[src/cmpd_pkg.sv]
// constants and types shared by the control-mode pin decoder
package cmpd_pkg;

  // resolved level of one three-level configuration pin
  typedef enum logic [1:0] {
    CMPD_LOW,
    CMPD_HIGH,
    CMPD_FLOAT
  } cmpd_lvl_t;

  // cycles a pin pattern must hold before it is accepted
  localparam int unsigned CMPD_FILTER_CYCLES = 16;
  localparam int unsigned CMPD_CNT_W         = 8;

  // register byte offsets
  localparam logic [11:0] CMPD_CTRL_OFS   = 12'h000;
  localparam logic [11:0] CMPD_STATUS_OFS = 12'h004;
  localparam logic [11:0] CMPD_LEVELS_OFS = 12'h008;

  // control register fields and reset values
  localparam int unsigned CMPD_CTRL_FREEZE_BIT = 0;
  localparam logic        CMPD_FREEZE_RST      = 1'b0;

  // status register field positions
  localparam int unsigned CMPD_ST_EXT_BIT   = 0;
  localparam int unsigned CMPD_ST_RANGE_BIT = 1;
  localparam int unsigned CMPD_ST_SWING_BIT = 2;
  localparam int unsigned CMPD_ST_EDGE_BIT  = 3;
  localparam int unsigned CMPD_ST_DDR_BIT   = 4;
  localparam int unsigned CMPD_ST_CAL_BIT   = 5;
  localparam int unsigned CMPD_ST_DES_BIT   = 6;
  localparam int unsigned CMPD_ST_SWERR_BIT = 7;

  // values of the decoded settings after reset
  localparam logic CMPD_EXT_RST   = 1'b0;
  localparam logic CMPD_RANGE_RST = 1'b0;
  localparam logic CMPD_SWING_RST = 1'b0;
  localparam logic CMPD_EDGE_RST  = 1'b0;
  localparam logic CMPD_DDR_RST   = 1'b0;
  localparam logic CMPD_CAL_RST   = 1'b0;
  localparam logic CMPD_DES_RST   = 1'b0;

  // idle levels of the serial lines while the serial port is inactive
  localparam logic CMPD_SER_CLK_IDLE  = 1'b0;
  localparam logic CMPD_SER_DATA_IDLE = 1'b0;
  localparam logic CMPD_SER_SEL_IDLE  = 1'b1;

  // window comparator pair to pin level; both set is treated as floating
  function automatic cmpd_lvl_t cmpd_resolve(input logic hi, input logic lo);
    cmpd_resolve = (hi && !lo) ? CMPD_HIGH : ((lo && !hi) ? CMPD_LOW : CMPD_FLOAT);
  endfunction : cmpd_resolve

endpackage : cmpd_pkg

[src/cmpd_top.sv]
// control-mode pin decoder with apb status and control registers
//
// Our own choices: the register offsets and the APB interface to the registers.
`timescale 1ns/10ps
`default_nettype none

// What this block does
// RULE1 - mode pin high or low gives pin mode; floating gives extended serial mode
// RULE2 - pin mode keeps serial port idle; settings come only from pin levels
// RULE3 - in pin mode the mode pin low gives 650 mV range, high 870 mV
// RULE4 - swing pin high gives 0.70 V, low 0.50 V; floating is undefined
// RULE5 - edge pin high or low picks positive or negative output data edge
// RULE6 - floating edge pin gives double data rate clock; edge choice ignored
// RULE7 - calibration pin high selects long delay, low selects short delay
// RULE8 - floating calibration pin gives short delay and dual-edge sampling
// RULE9 - extended mode routes swing, edge, calibration pins to serial clock, data, select
// RULE10 - each pin resolves to high, low or floating and settings are registered
module cmpd_top
  import cmpd_pkg::*;
#(
  parameter int unsigned FILT_CYC = CMPD_FILTER_CYCLES
) (
  input  wire logic        CORE_CLK,
  input  wire logic        RST_B,
  input  wire logic        MODE_PIN_HI,
  input  wire logic        MODE_PIN_LO,
  input  wire logic        SWING_PIN_HI,
  input  wire logic        SWING_PIN_LO,
  input  wire logic        EDGE_PIN_HI,
  input  wire logic        EDGE_PIN_LO,
  input  wire logic        CAL_PIN_HI,
  input  wire logic        CAL_PIN_LO,
  input  wire logic        PSEL,
  input  wire logic        PENABLE,
  input  wire logic        PWRITE,
  input  wire logic [11:0] PADDR,
  input  wire logic [31:0] PWDATA,
  output logic      [31:0] PRDATA,
  output logic             PREADY,
  output logic             PSLVERR,
  output logic             EXT_MODE,
  output logic             RANGE_HIGH,
  output logic             SWING_HIGH,
  output logic             OUTPUT_EDGE_SELECT,
  output logic             DDR_EN,
  output logic             CALIBRATION_DELAY_SELECT,
  output logic             DES_EN,
  output logic             SERIAL_CLOCK_LINE,
  output logic             SERIAL_DATA_LINE,
  output logic             SERIAL_SELECT_LINE
);

  //////////////////////////////////////////////////////////////////////////////
  // pin resolution and settle filter

  logic [7:0]            raw_w;
  logic [7:0]            samp_r;
  logic [7:0]            stab_r;
  logic [CMPD_CNT_W-1:0] cnt_r;
  logic                  freeze_r;
  logic                  settled_w;
  logic                  cnt_top_w;

  // RULE10 each pin to high, low or floating
  assign raw_w     = {cmpd_resolve(CAL_PIN_HI, CAL_PIN_LO),
                      cmpd_resolve(EDGE_PIN_HI, EDGE_PIN_LO),
                      cmpd_resolve(SWING_PIN_HI, SWING_PIN_LO),
                      cmpd_resolve(MODE_PIN_HI, MODE_PIN_LO)};
  assign cnt_top_w = (cnt_r == CMPD_CNT_W'(FILT_CYC - 1));
  assign settled_w = cnt_top_w && (raw_w == samp_r);

  // a pattern must hold a while so slow strap edges never glitch the mode
  always_ff @(posedge CORE_CLK or negedge RST_B) begin
    if (!RST_B) begin
      samp_r <= {CMPD_FLOAT, CMPD_FLOAT, CMPD_FLOAT, CMPD_LOW};
      cnt_r  <= '0;
    end else if (raw_w != samp_r) begin
      samp_r <= raw_w;
      cnt_r  <= '0;
    end else if (!cnt_top_w) begin
      cnt_r  <= cnt_r + 1'b1;
    end
  end

  // RULE10 accepted pattern, held while software freezes it
  always_ff @(posedge CORE_CLK or negedge RST_B) begin
    if (!RST_B) begin
      stab_r <= {CMPD_FLOAT, CMPD_FLOAT, CMPD_FLOAT, CMPD_LOW};
    end else if (settled_w && !freeze_r) begin
      stab_r <= samp_r;
    end
  end

  //////////////////////////////////////////////////////////////////////////////
  // setting decode

  cmpd_lvl_t lvl_mode_w;
  cmpd_lvl_t lvl_swing_w;
  cmpd_lvl_t lvl_edge_w;
  cmpd_lvl_t lvl_cal_w;
  logic      ext_w;
  logic      swing_err_w;

  assign lvl_mode_w  = cmpd_lvl_t'(stab_r[1:0]);
  assign lvl_swing_w = cmpd_lvl_t'(stab_r[3:2]);
  assign lvl_edge_w  = cmpd_lvl_t'(stab_r[5:4]);
  assign lvl_cal_w   = cmpd_lvl_t'(stab_r[7:6]);
  // RULE1 floating mode pin selects extended control
  assign ext_w       = (lvl_mode_w == CMPD_FLOAT);
  assign swing_err_w = !ext_w && (lvl_swing_w == CMPD_FLOAT);

  // settings follow pins only in pin mode; extended mode holds the last ones
  always_ff @(posedge CORE_CLK or negedge RST_B) begin
    if (!RST_B) begin
      EXT_MODE                 <= CMPD_EXT_RST;
      RANGE_HIGH               <= CMPD_RANGE_RST;
      SWING_HIGH               <= CMPD_SWING_RST;
      OUTPUT_EDGE_SELECT       <= CMPD_EDGE_RST;
      DDR_EN                   <= CMPD_DDR_RST;
      CALIBRATION_DELAY_SELECT <= CMPD_CAL_RST;
      DES_EN                   <= CMPD_DES_RST;
    end else begin
      EXT_MODE <= ext_w;
      if (!ext_w) begin
        // RULE3 mode pin level sets full-scale range
        RANGE_HIGH <= (lvl_mode_w == CMPD_HIGH);
        // RULE4 floating swing pin keeps the previous swing
        if (!swing_err_w) begin
          SWING_HIGH <= (lvl_swing_w == CMPD_HIGH);
        end
        // RULE5 RULE6 edge choice, ignored under double data rate
        OUTPUT_EDGE_SELECT       <= (lvl_edge_w == CMPD_HIGH);
        DDR_EN                   <= (lvl_edge_w == CMPD_FLOAT);
        // RULE7 RULE8 floating gives short delay plus dual-edge sampling
        CALIBRATION_DELAY_SELECT <= (lvl_cal_w == CMPD_HIGH);
        DES_EN                   <= (lvl_cal_w == CMPD_FLOAT);
      end
    end
  end

  //////////////////////////////////////////////////////////////////////////////
  // serial line routing

  // RULE2 RULE9 pins become serial lines only in extended mode
  // one flop only: the serial clock is far slower than the core clock
  always_ff @(posedge CORE_CLK or negedge RST_B) begin
    if (!RST_B) begin
      SERIAL_CLOCK_LINE  <= CMPD_SER_CLK_IDLE;
      SERIAL_DATA_LINE   <= CMPD_SER_DATA_IDLE;
      SERIAL_SELECT_LINE <= CMPD_SER_SEL_IDLE;
    end else begin
      SERIAL_CLOCK_LINE  <= ext_w ? SWING_PIN_HI : CMPD_SER_CLK_IDLE;
      SERIAL_DATA_LINE   <= ext_w ? EDGE_PIN_HI : CMPD_SER_DATA_IDLE;
      SERIAL_SELECT_LINE <= ext_w ? CAL_PIN_HI : CMPD_SER_SEL_IDLE;
    end
  end

  //////////////////////////////////////////////////////////////////////////////
  // apb slave, zero wait states

  logic        hit_ctrl_w;
  logic        hit_stat_w;
  logic        hit_lvl_w;
  logic        mapped_w;
  logic        setup_w;
  logic        wr_w;
  logic [31:0] status_w;
  logic [31:0] rd_mux_w;

  assign hit_ctrl_w = (PADDR == CMPD_CTRL_OFS);
  assign hit_stat_w = (PADDR == CMPD_STATUS_OFS);
  assign hit_lvl_w  = (PADDR == CMPD_LEVELS_OFS);
  assign mapped_w   = hit_ctrl_w || hit_stat_w || hit_lvl_w;
  assign setup_w    = PSEL && !PENABLE;
  assign wr_w       = PSEL && PENABLE && PWRITE && hit_ctrl_w;
  assign PREADY     = 1'b1;
  assign PSLVERR    = PSEL && PENABLE && !mapped_w;

  always_comb begin
    status_w                    = '0;
    status_w[CMPD_ST_EXT_BIT]   = EXT_MODE;
    status_w[CMPD_ST_RANGE_BIT] = RANGE_HIGH;
    status_w[CMPD_ST_SWING_BIT] = SWING_HIGH;
    status_w[CMPD_ST_EDGE_BIT]  = OUTPUT_EDGE_SELECT;
    status_w[CMPD_ST_DDR_BIT]   = DDR_EN;
    status_w[CMPD_ST_CAL_BIT]   = CALIBRATION_DELAY_SELECT;
    status_w[CMPD_ST_DES_BIT]   = DES_EN;
    status_w[CMPD_ST_SWERR_BIT] = swing_err_w;
  end

  assign rd_mux_w = hit_ctrl_w ? {31'h0000_0000, freeze_r} :
                    hit_stat_w ? status_w :
                    hit_lvl_w  ? {24'h00_0000, stab_r} : 32'h0000_0000;

  // read data captured in setup so it stands through the access cycle
  always_ff @(posedge CORE_CLK or negedge RST_B) begin
    if (!RST_B) begin
      PRDATA   <= 32'h0000_0000;
      freeze_r <= CMPD_FREEZE_RST;
    end else begin
      if (setup_w && !PWRITE) begin
        PRDATA <= rd_mux_w;
      end
      if (wr_w) begin
        freeze_r <= PWDATA[CMPD_CTRL_FREEZE_BIT];
      end
    end
  end
endmodule : cmpd_top

`default_nettype wire

[config.mk]
export PLATFORM = sky130hd
export DESIGN_NAME = cmpd_top
export DESIGN_NICKNAME = d
export VERILOG_FILES = /design/src/cmpd_pkg.sv /design/src/cmpd_top.sv
export SDC_FILE = /design/constraint.sdc
export NUM_CORES = 1
export LEC_CHECK = 0
export BUFFER_PORTS_ARGS = -buffer_cell sky130_fd_sc_hd__buf_4
export CAP_MARGIN = 20
export CORE_MARGIN = 5
export CORE_UTILIZATION = 35
export DETAILED_ROUTE_END_ITERATION = 10
export PLACE_DENSITY = 0.6
export SYNTH_ARGS = -nofsm -noshare
export SYNTH_HDL_FRONTEND = slang
export SYNTH_SLANG_ARGS = --single-unit
[constraint.sdc]
create_clock -name CORE_CLK -period 2.5 [get_ports CORE_CLK]
set_clock_uncertainty 0.2 [all_clocks]
set_input_delay 0.375 -clock CORE_CLK [delete_from_list [all_inputs] [get_ports CORE_CLK]]
set_output_delay 0.375 -clock CORE_CLK [all_outputs]
set_load 0.01 [all_outputs]
# After elaboration in Yosys (flattened, before gate mapping)
# Index checks and enable logic that the tools add are counted.
# W data, S select, Z words.
# op_classes
n_addsub	1
eq_ne	14
n_mux	16
bitwise_logic	2
reduce_logical	34
# op_table
operator	n
$mux W8	5
$logic_and A1 B1 Y1	17
$mux W2	8
$logic_not A1 Y1	13
$eq A12 B3 Y1 const B	1
$eq A12 B4 Y1 const B	1
$logic_not A12 Y1	1
$add A8 B1 Y8 const B	1
$eq A2 B1 Y1 const B	4
$eq A2 B2 Y1 const B	4
$eq A8 B4 Y1 const B	1
$eq A8 B8 Y1	1
$ne A8 B8 Y1	1
$mux W1	3
$logic_or A1 B1 Y1	2
$ne A2 B1 Y1 const B	1
$not A1 Y1	2
$reduce_and A2 Y1	1
# word_totals
ff_bits	67
input_bits	57
out_inout_bits	44
word_cells	82

# Logic depth before layout (Yosys ltp)
# Gate-level depths: netlist (run 1).
# depth
word_depth	7
ltp_mapped	6

# Worst setup path after synthesis (run 1)
# OpenSTA, ideal clock, no wires.
# synth_path
path_kind	input to register
from	input port EDGE_PIN_LO
to	register stab_r[0]
setup_ns	0.125
t_arrival_ns	1.872
slack_ns	0.303
stages	6
path_buffers	0
path_cell_list	inv_1 > ha_1 > xor2_1 > nor4_1 > nand4b_4 > mux2_2
# synth_between
elab_chain_cells	6
# synth_lines
element	line	source
start: declaration	cmpd_top.sv:30	input wire logic EDGE_PIN_LO,
$logic_and A1 B1 Y1 / $logic_not A1 Y1 (equally long branches)	cmpd_pkg.sv:50	cmpd_resolve = (hi && !lo) ? CMPD_HIGH : ((lo && !hi) ? CMPD_LOW : CMPD_FLOAT);
$mux W2 / $logic_and A1 B1 Y1 (equally long branches)	cmpd_pkg.sv:50	
$mux W2 *	cmpd_pkg.sv:50	
via raw_w[5]	cmpd_top.sv:56	logic [7:0] raw_w;
$eq A8 B8 Y1 *	cmpd_top.sv:70	assign settled_w = cnt_top_w && (raw_w == samp_r);
$logic_and A1 B1 Y1 *	cmpd_top.sv:70	
$logic_and A1 B1 Y1 *	cmpd_top.sv:89	end else if (settled_w && !freeze_r) begin
end signal: assignment	cmpd_top.sv:88	stab_r <= {CMPD_FLOAT, CMPD_FLOAT, CMPD_FLOAT, CMPD_LOW};
end signal: assignment	cmpd_top.sv:90	stab_r <= samp_r;
end: declaration	cmpd_top.sv:58	logic [7:0] stab_r;
# Mark *: on every way through the listed nets, which the timed path passes. The rest lies on a longest branch.
# A chain may end at the register's enable or synchronous reset.

# Worst setup path after layout (run 1)
# layout_path
from	register cnt_r[5]
to	register stab_r[0]
# layout_between
elab_chain_cells	3
# layout_lines
element	line	source
start: declaration	cmpd_top.sv:59	logic [CMPD_CNT_W-1:0] cnt_r;
start signal: assignment	cmpd_top.sv:81	cnt_r <= cnt_r + 1'b1;
$eq A8 B4 Y1	cmpd_top.sv:69	assign cnt_top_w = (cnt_r == CMPD_CNT_W'(FILT_CYC - 1));
$logic_and A1 B1 Y1	cmpd_top.sv:70	
$logic_and A1 B1 Y1	cmpd_top.sv:89	
# Every way passes these cells.

==> results.toml, run 1 <==
[clock_tree]
clkSinkCount = 43
h-tree-depth = 2
clkLatencyLatePin_ns = 0.29
clk_pin_slew_ns = 0.08
cts_tree = "built"
cts_setup_buffers = 0
numCtsBuffers = 5
clockRootBuffer = "clkbuf_8"
cts_buffer_depth = 2

[finish]
multi_input_area_sq_um = 888.4
diodes = 0
drive_above_1_share_pct = 31.93
nets = 299
fillers = 568
final_cell_mix = "46 x buf_4, 36 x dfrtp_1, 25 x conb_1"
final_common_cell = "buf_4"
register_area_sq_um = 1085
area_growth_syn_to_layout_pct = 18.98

[worst_setup_path]
worstReg2RegStart = "cnt_r[5]"
path_buf_inv = 0
required_ns = 2.48
cp_slowest_cell = "dfrtp_1"
crit_type = "flip-flop to flip-flop"
r2r_setup_slack_ns = 0.46
crit_arrival_ns = 2.02
crit_family = "simple AND/OR/NAND/NOR gates"
r2r_end = "stab_r[0]"
worstPathCellList = "or3_4 -> nor3_4 -> nand4b_4 -> mux2_2"
worst-r2r-cell-count = 4
critPathMaxFanout = 8
slowest_delay_ns = 0.42
cp-end-kind = "flip-flop"
cp-start-kind = "flip-flop"

[timing]
setup_violations = 0
slew_violations = 0
setup_ws_ns = 0.4623
worstMarginPinSlew_ns = 0.5416
holdWs_ns = 0.08378
slew-limit-headroom_pct = 63.82
hold_violations = 0
fmax_mhz = 490.7
setup_tns_ns = 0
finalCritPeriodShare_pct = 81.51
rsz0062_at_grt = "no"
min_period_ns = 2.038

[synth]
synthTopCellsByArea = "dfrtp_1 42%, buf_4 8.8%, dfstp_2 8.6%"
yosysWarnings = 0
syn-cell-area_sq_um = 2142
ys_types = 35
yosysTopAreaCell = "dfrtp_1"
netlist.area_leader.share_pct = 42.06
synth-seq-cells = 43
syn-mean-instance-area_sq_um = 10.87
netlist_instances = 197
ys_seq_area_share_pct = 50.64

[route]
firstDrtPassIters = 2
wl_um = 3958
via_per_inst = 4.438
vias = 1389
initialDrtViolationCount = 52
wl_per_cell_um = 12.65
postRouteAntennaNets = 0
remaining_drc_errors = 0

[pwr]
power_frac_comb_pct = 8.8
switching_share_pct = 22.92
power.leakage_nw = 1.296
ir_worst_vdd_mv = 0.3286
power.density_nw_per_um2 = 514.2
p_int_mw = 1.010
power_frac_seq_pct = 54.7
pwr-share-clk_pct = 36.6
power_switching_mw = 0.3004

[die]
die_h_um = 88.23
die_x_um = 88.23
io_pins = 101
coreArea_sq_um = 5921
start_util_pct = 36.18
die_area_sq_um = 7785
row_count = 28

[global_routing]
grt_pass1_vias = 1357
overflow = 0
grt_max_degree = 44
grt_pass1_wl_um = 6348
grtUsageTotal_pct = 10.62
antenna_found_initial = 0

[placed_design]
preCtsSetupSlack_ns = 0.2139
io_buffers = 44
hpwl_um = 3070
gp_congestion = 0.7395

[worst_hold_path]
min_path_type = "input pin to flip-flop"
holdCritStartpoint = "CAL_PIN_HI"
holdPathEnd = "SERIAL_SELECT_LINE"
whs_path_depth = 2

[run]
drv_cap = 0

[outcome]
status = "finished, final reports clean"
cell type report:
| type | count | area share [%] |
|---|---|---|
| Clock buffer | 7 | 3.780 |
| Clock inverter | 1 | 0.2946 |
| Inverter | 6 | 0.8837 |
| Multi-Input combinational cell | 134 | 34.86 |
| Sequential cell | 43 | 42.56 |
| Tap cell | 75 | 3.682 |
| Timing Repair Buffer | 47 | 13.94 |
per-layer routing:
| layer | vias to the layer above | part of all wire, % | track usage, % |
|---|---|---|---|
| met1 | 646 | 45 | 13.38 |
| met2 | 41 | 47 | 16.93 |
| met4 | 0 | 0.93 | 3.709 |
| li1 | 698 | - | - |
| met3 | 4 | 7.8 | 3.818 |
| met5 | - | 0 | 0 |
cells by family (layout without fill, tap and decap cells):
family	Yosys count	after routing	share of synthesized area (%)
AND/OR/NAND/NOR	55	55	14.84
AO/OA/AOI/OAI	26	26	8.762
multiplexers	11	11	5.666
adder cells (fa/ha/maj)	5	5	2.921
flip-flops	43	43	50.64
XOR/XNOR	12	12	4.907
buffers and inverters	43	61	11.92
other	2	25	0.3506
state kept, by name (all words and copies together), names as in the netlist, 8 cells and up:
register,flops
cnt_r,8
PRDATA,8
samp_r,8
stab_r,8
per-stage QoR:
step / power (mW) / cell area [sq um] / utilization [%] / cells
after floorplan: 0.8182 / 2228 / - / 220
after global placement: 0.8428 / 2435 / 41.12 / 304
after detailed placement: 0.8444 / 2435 / 41.12 / 304
after CTS: 1.333 / 2549 / 43.05 / 313
after global routing: 1.384 / 2549 / 43.05 / 313
final: 1.311 / 2549 / 43.05 / 313
Yosys cell counts, drive strengths merged:
cell / n
nand4b: 1
clkbuf: 11
buf: 26
and4: 1
a21oi: 3
dfstp: 7
xor2: 11
dfrtp: 36
nand4: 1
mux2i: 2
or3b: 1
nor3: 5
nand2: 13
and2: 2
o21ai: 7
nor3b: 1
o31ai: 1
conb: 2
mux2: 9
ha: 5
nor2: 13
nor4: 4
and2b: 1
a32o: 1
a22o: 13
a31oi: 1
nor2b: 3
inv: 6
or3: 1
nand3: 2
xnor2: 1
nand2b: 6
worst max path at each step:
stage / to / cells past startpoint / startpoint
2_1_floorplan: stab_r[0] / 6 / EDGE_PIN_LO
3_3_place_gp: stab_r[4] / 7 / MODE_PIN_HI
3_5_place_dp: stab_r[0] / 7 / MODE_PIN_HI
4_1_cts: stab_r[0] / 4 / cnt_r[5]
5_1_grt: stab_r[0] / 5 / cnt_r[0]
6_report: stab_r[0] / 4 / cnt_r[5]
worst register-to-register path: cells and delay by family, from the launching register on:
kind,cells,cell delay (ns)
flip-flops,1,0.42
multiplexers,1,0.32
AND/OR/NAND/NOR,3,0.99
repair_timing:
action	4_1_cts	5_1_grt
endpoints found under the hold margin	36	0
hold buffers	1	0
gates resized for setup	0	0
power groups by stage:
stage	Clock, mW	Sequential [mW]	Combinational [mW]
finish	0.479	0.716	0.115
global route	0.536	0.718	0.130
CTS	0.500	0.717	0.116
detailed placement	0	0.730	0.114
global placement	0	0.730	0.113
floorplan	0	0.728	0.0900
Note: power is estimated with default switching activity, not from simulation.
==> run 2: changes to the inputs <==
Clock period 2.5 ns to 2.1 ns, I/O delays scaled along.
==> results.toml, run 2 (synthesis gave the netlist of run 1 again) <==
[clock_tree]
clkLatencyLatePin_ns = 0.30
cts_setup_buffers = 0
numCtsBuffers = 5
clockRootBuffer = "clkbuf_8"
clk_pin_slew_ns = 0.09
cts_buffer_depth = 2
clkSinkCount = 43
h-tree-depth = 2
cts_tree = "built"

[finish]
register_area_sq_um = 1085
fin_area_sq_um = 2589
final_common_cell = "buf_4"
diodes = 0
finalNonFillerCells = 315
area_growth_syn_to_layout_pct = 20.85
fillers = 573
fin_util_pct = 43.72
drive_above_1_share_pct = 33.33
nets = 301
multi_input_area_sq_um = 900.9
final_cell_mix = "48 x buf_4, 36 x dfrtp_1, 25 x conb_1"

[die]
io_pins = 101
die_x_um = 88.23
die_h_um = 88.23
coreArea_sq_um = 5921
start_util_pct = 36.18
row_count = 28
die_area_sq_um = 7785

[pwr]
power_frac_seq_pct = 51.6
switching_share_pct = 23.37
ir_worst_vdd_mv = 0.3124
power_switching_mw = 0.3863
power.density_nw_per_um2 = 638.5
total_power_mw = 1.653
power_frac_comb_pct = 8.6
pwr-share-clk_pct = 39.8
power.leakage_nw = 1.315
p_int_mw = 1.267

[timing]
min_period_ns = 1.915
slew-limit-headroom_pct = 63.69
finalCritPeriodShare_pct = 91.20
rsz0062_at_grt = "no"
worstMarginPinSlew_ns = 0.5435
slew_violations = 0
hold_violations = 0
setup_violations = 0
fmax_mhz = 522.1

[route]
wl_per_cell_um = 12.50
initialDrtViolationCount = 48
vias = 1388
via_per_inst = 4.406
remaining_drc_errors = 0
firstDrtPassIters = 4
postRouteAntennaNets = 0
wl_um = 3936

[global_routing]
antenna_found_initial = 0
overflow = 0
grt_max_degree = 44
grt_pass1_vias = 1360
grt_pass1_wl_um = 6375
grtUsageTotal_pct = 10.72

[placed_design]
placed_area_sq_um = 2462
gp_congestion = 0.7209
hpwl_um = 3039
io_buffers = 44
placed_cells = 306

[worst_setup_path]
slowest_delay_ns = 0.43
required_ns = 2.09
cp-end-kind = "flip-flop"
crit_start = "cnt_r[5]"
critPathMaxFanout = 8
crit_arrival_ns = 1.90
cp_slowest_cell = "dfrtp_1"
worstReg2RegStart = "cnt_r[5]"
worstPathCellList = "or3_4 -> nor3_4 -> nand4b_4 -> mux2_2"
crit_type = "flip-flop to flip-flop"
cp-start-kind = "flip-flop"

[outcome]
status = "finished, final reports clean"

[worst_hold_path]
holdCritStartpoint = "SWING_PIN_HI"
min_path_type = "input pin to flip-flop"

[run]
drv_cap = 0
[run 2: stage by stage]
step | setup slack [ns] | TNS, ns | hold WS (ns)
detailed placement | -0.08250 | -0.4532 | 0.1413
global route | 0.1244 | 0 | 0.02570
finish | 0.1848 | 0 | 0.03241
global placement | -0.07825 | -0.4997 | 0.1369
floorplan | 0.09240 | 0 | -0.1806
CTS | 0.1666 | 0 | 0.01997
[run 2: repair_timing]
| action | in CTS | in global routing |
|---|---|---|
| endpoints found under the setup margin | 0 | 0 |
| hold endpoints to repair | 36 | 0 |
| hold buffers | 1 | 0 |
| gates resized for setup | 0 | 0 |
[run 2: final cells by class]
| cell class | count | share of cell area, % |
|---|---|---|
| Tap cell | 75 | 3.625 |
| Multi-Input combinational cell | 134 | 34.80 |
| Inverter | 6 | 0.8700 |
| Sequential cell | 43 | 41.90 |
| Timing Repair Buffer | 49 | 14.31 |
| Clock inverter | 3 | 1.837 |
| Clock buffer | 5 | 2.658 |
[run 2: final timing paths]
kind,cells past startpoint,end,slack [ns]
setup / recovery,4,stab_r[2],0.18
hold / removal,2,SERIAL_CLOCK_LINE,0.03
max in group asynchronous,2,samp_r[7],0.97
min in group asynchronous,2,samp_r[0],0.35
hold reg to reg,2,PRDATA[0],0.30
setup reg to reg,4,stab_r[2],0.18
[run 2: power by group through the flow]
stage               Combinational [mW]  Clock (mW)  Sequential [mW]
floorplan                        0.113           0            0.867
global placement                 0.141           0            0.869
detailed placement               0.142           0            0.869
CTS                              0.144       0.683            0.853
global route                     0.161       0.721            0.855
finish                           0.142       0.659            0.853
[run 2: critical path: cells and delay by family, from the launching register on]
kind	cells	cell delay [ns]
flops	1	0.43
mux	1	0.32
simple gates	3	0.87
[run 2: metal layers]
layer	share of wire [%]	track usage, %	vias up
li1	-	-	700
met1	45	13.98	644
met2	47	16.93	38
met3	6.0	2.793	6
met4	1.6	4.533	0
met5	0	0	-
==> run 3: changes to the inputs <==
Settings changed: ABC_AREA from default to 1, PLACE_DENSITY 0.6 to 0.58.
==> results.toml, run 3 <==
[placed_design]
gp_congestion = 0.7518
preCtsSetupSlack_ns = 0.1085
io_buffers = 44
hpwl_um = 3878

[timing]
min_period_ns = 1.817
worstMarginPinSlew_ns = 0.5436
slew-limit-headroom_pct = 63.76
setup_ws_ns = 0.2829
finalCritPeriodShare_pct = 86.53
rsz0062_at_grt = "no"
fmax_mhz = 550.3
setup_tns_ns = 0
setup_violations = 0
holdWs_ns = 0.01832
hold_violations = 0
slew_violations = 0

[finish]
area_growth_syn_to_layout_pct = 18.24
diodes = 0
drive_above_1_share_pct = 19.79
final_cell_mix = "107 x nand2_1, 48 x buf_4, 41 x inv_1"
fillers = 717
nets = 435
fin_util_pct = 42.74
final_common_cell = "nand2_1"

[synth]
synth_edf_count = 0
synthTopCellsByCount = "107 x nand2_1, 41 x inv_1, 36 x dfrtp_1"
yosysTopAreaCell = "dfrtp_1"
syn-mean-instance-area_sq_um = 7.488
syn-cell-area_sq_um = 2456
netlist_instances = 328
yosysWarnings = 0
netlist.area_leader.share_pct = 36.68
ys_types = 28
synth-seq-cells = 43
synth_flop_cell = "dfrtp_1"
yosysMostFrequentCell = "nand2_1"
synthTopCellsByArea = "dfrtp_1 37%, nand2_1 16%, buf_4 7.6%"
async_reset_ff_share_pct = 100.0
ys_seq_area_share_pct = 44.17

[clock_tree]
clockRootBuffer = "clkbuf_8"
h-tree-depth = 2
clkLatencyLatePin_ns = 0.30
clk_pin_slew_ns = 0.08
clkSinkCount = 43
cts_buffer_depth = 2
numCtsBuffers = 5
cts_tree = "built"

[pwr]
switching_share_pct = 26.89
power_frac_seq_pct = 54.3
ir_worst_vdd_mv = 0.3481
power_switching_mw = 0.4243
power.density_nw_per_um2 = 543.4
pwr-share-clk_pct = 34.0
total_power_mw = 1.578
power_frac_comb_pct = 11.7
power.leakage_nw = 1.573
p_int_mw = 1.154

[route]
wl_per_cell_um = 10.37
initialDrtViolationCount = 41
firstDrtPassIters = 4
wl_um = 4873
vias = 1962
via_per_inst = 4.174
postRouteAntennaNets = 0
remaining_drc_errors = 0

[worst_setup_path]
required_ns = 2.09
r2r_setup_slack_ns = 0.28
cp-end-kind = "flip-flop"
crit_start = "cnt_r[0]"
critPathCapture = "stab_r[0]"
worstReg2RegStart = "cnt_r[0]"
crit_arrival_ns = 1.81
r2r_end = "stab_r[0]"
cp-start-kind = "flip-flop"
worst-r2r-cell-count = 6
critPathMaxFanout = 9
crit_type = "flip-flop to flip-flop"

[worst_hold_path]
min_path_type = "input pin to flip-flop"

[die]
die_area_sq_um = 8793
die_h_um = 93.77
die_x_um = 93.77
row_count = 30
io_pins = 101
coreArea_sq_um = 6794
start_util_pct = 36.15

[run]
drv_cap = 0

[outcome]
status = "finished, final reports clean"

[global_routing]
overflow = 0
grt_pass1_vias = 1998
grt_max_degree = 44
grt_pass1_wl_um = 8369
antenna_found_initial = 0
grtUsageTotal_pct = 11.68
## run 3: changes by cell type in the layout (fill, tap and decap cells not counted), moves of 3 or more
cell      before  now
nor2_2         0    4
inv_1          6   41
xor2_1        11    5
a22o_1        13    0
nand3_1        2   28
nand2_1       13  107
nor2b_1        3    0
nand2b_1       6    0
nor2_1        13   27
mux2_2         9    0
o21ai_0        7   10
o31ai_1        1    4
## run 3: timing repair
action	CTS	global route
endpoints found under the hold margin	36	0
hold buffers	1	0
setup buffers	0	0
gates resized for setup	0	0
## run 3: area by class of cell
| type | instances | area, sq um | share of cell area, % |
|---|---|---|---|
| clock buffer | 5 | 68.82 | 2.370 |
| clock inverter | 3 | 25.02 | 0.8617 |
| inverter | 43 | 161.4 | 5.558 |
| multi-input combinational | 231 | 1074 | 36.97 |
| sequential | 43 | 1085 | 37.35 |
| tap | 96 | 120.1 | 4.136 |
| timing repair buffer | 49 | 370.4 | 12.75 |
## run 3: power groups by stage
stage	sequential (mW)	combinational, mW	clock (mW)
final	0.857	0.184	0.537
after global routing	0.860	0.214	0.596
after CTS	0.857	0.187	0.571
after detailed placement	0.873	0.185	0
after global placement	0.872	0.180	0
after floorplan	0.869	0.152	0
## run 3: critical path, cell delays in order (launching register included)
cell and delay (ns):
dfrtp_1 0.40, ha_1 0.25, nand3_2 0.16, nor3_4 0.40
nand3_4 0.16, nand2_1 0.09, nand2_1 0.05
## run 3: cell families after synthesis
kind of cell    after synthesis  share of synthesized area (%)
buf+inv                      77                          15.64
flops                        43                          44.17
xor+xnor                      7                          2.496
simple gates                175                          30.41
other cells                   2                         0.3058
compound gates               19                          4.432
fa+ha+maj                     5                          2.547
## run 3: per-layer routing
metal  vias to the layer above  GRT usage, %  routed length (um)
met4                         0         3.971                  53
met1                       873         12.95                2129
met3                         6         2.404                 259
met5                         -             0                   0
met2                        45         21.88                2430
li1                       1038             -                   -
## run 3: worst min path at each step
stage,startpoint,to,slack (ns),cells past startpoint
detailed placement,RST_B,cnt_r[4],0.14,1
floorplan,RST_B,CALIBRATION_DELAY_SELECT,-0.18,0
finish,CAL_PIN_HI,SERIAL_SELECT_LINE,0.02,2
global placement,RST_B,cnt_r[4],0.14,1
CTS,CAL_PIN_HI,SERIAL_SELECT_LINE,0.004,2
global route,CAL_PIN_HI,SERIAL_SELECT_LINE,0.007,2
## run 3: stage by stage
stage | instance area [sq um] | cells
CTS | 2904 | 470
detailed placement | 2800 | 461
floorplan | 2542 | 351
global route | 2904 | 470
finish | 2904 | 470
global placement | 2800 | 461
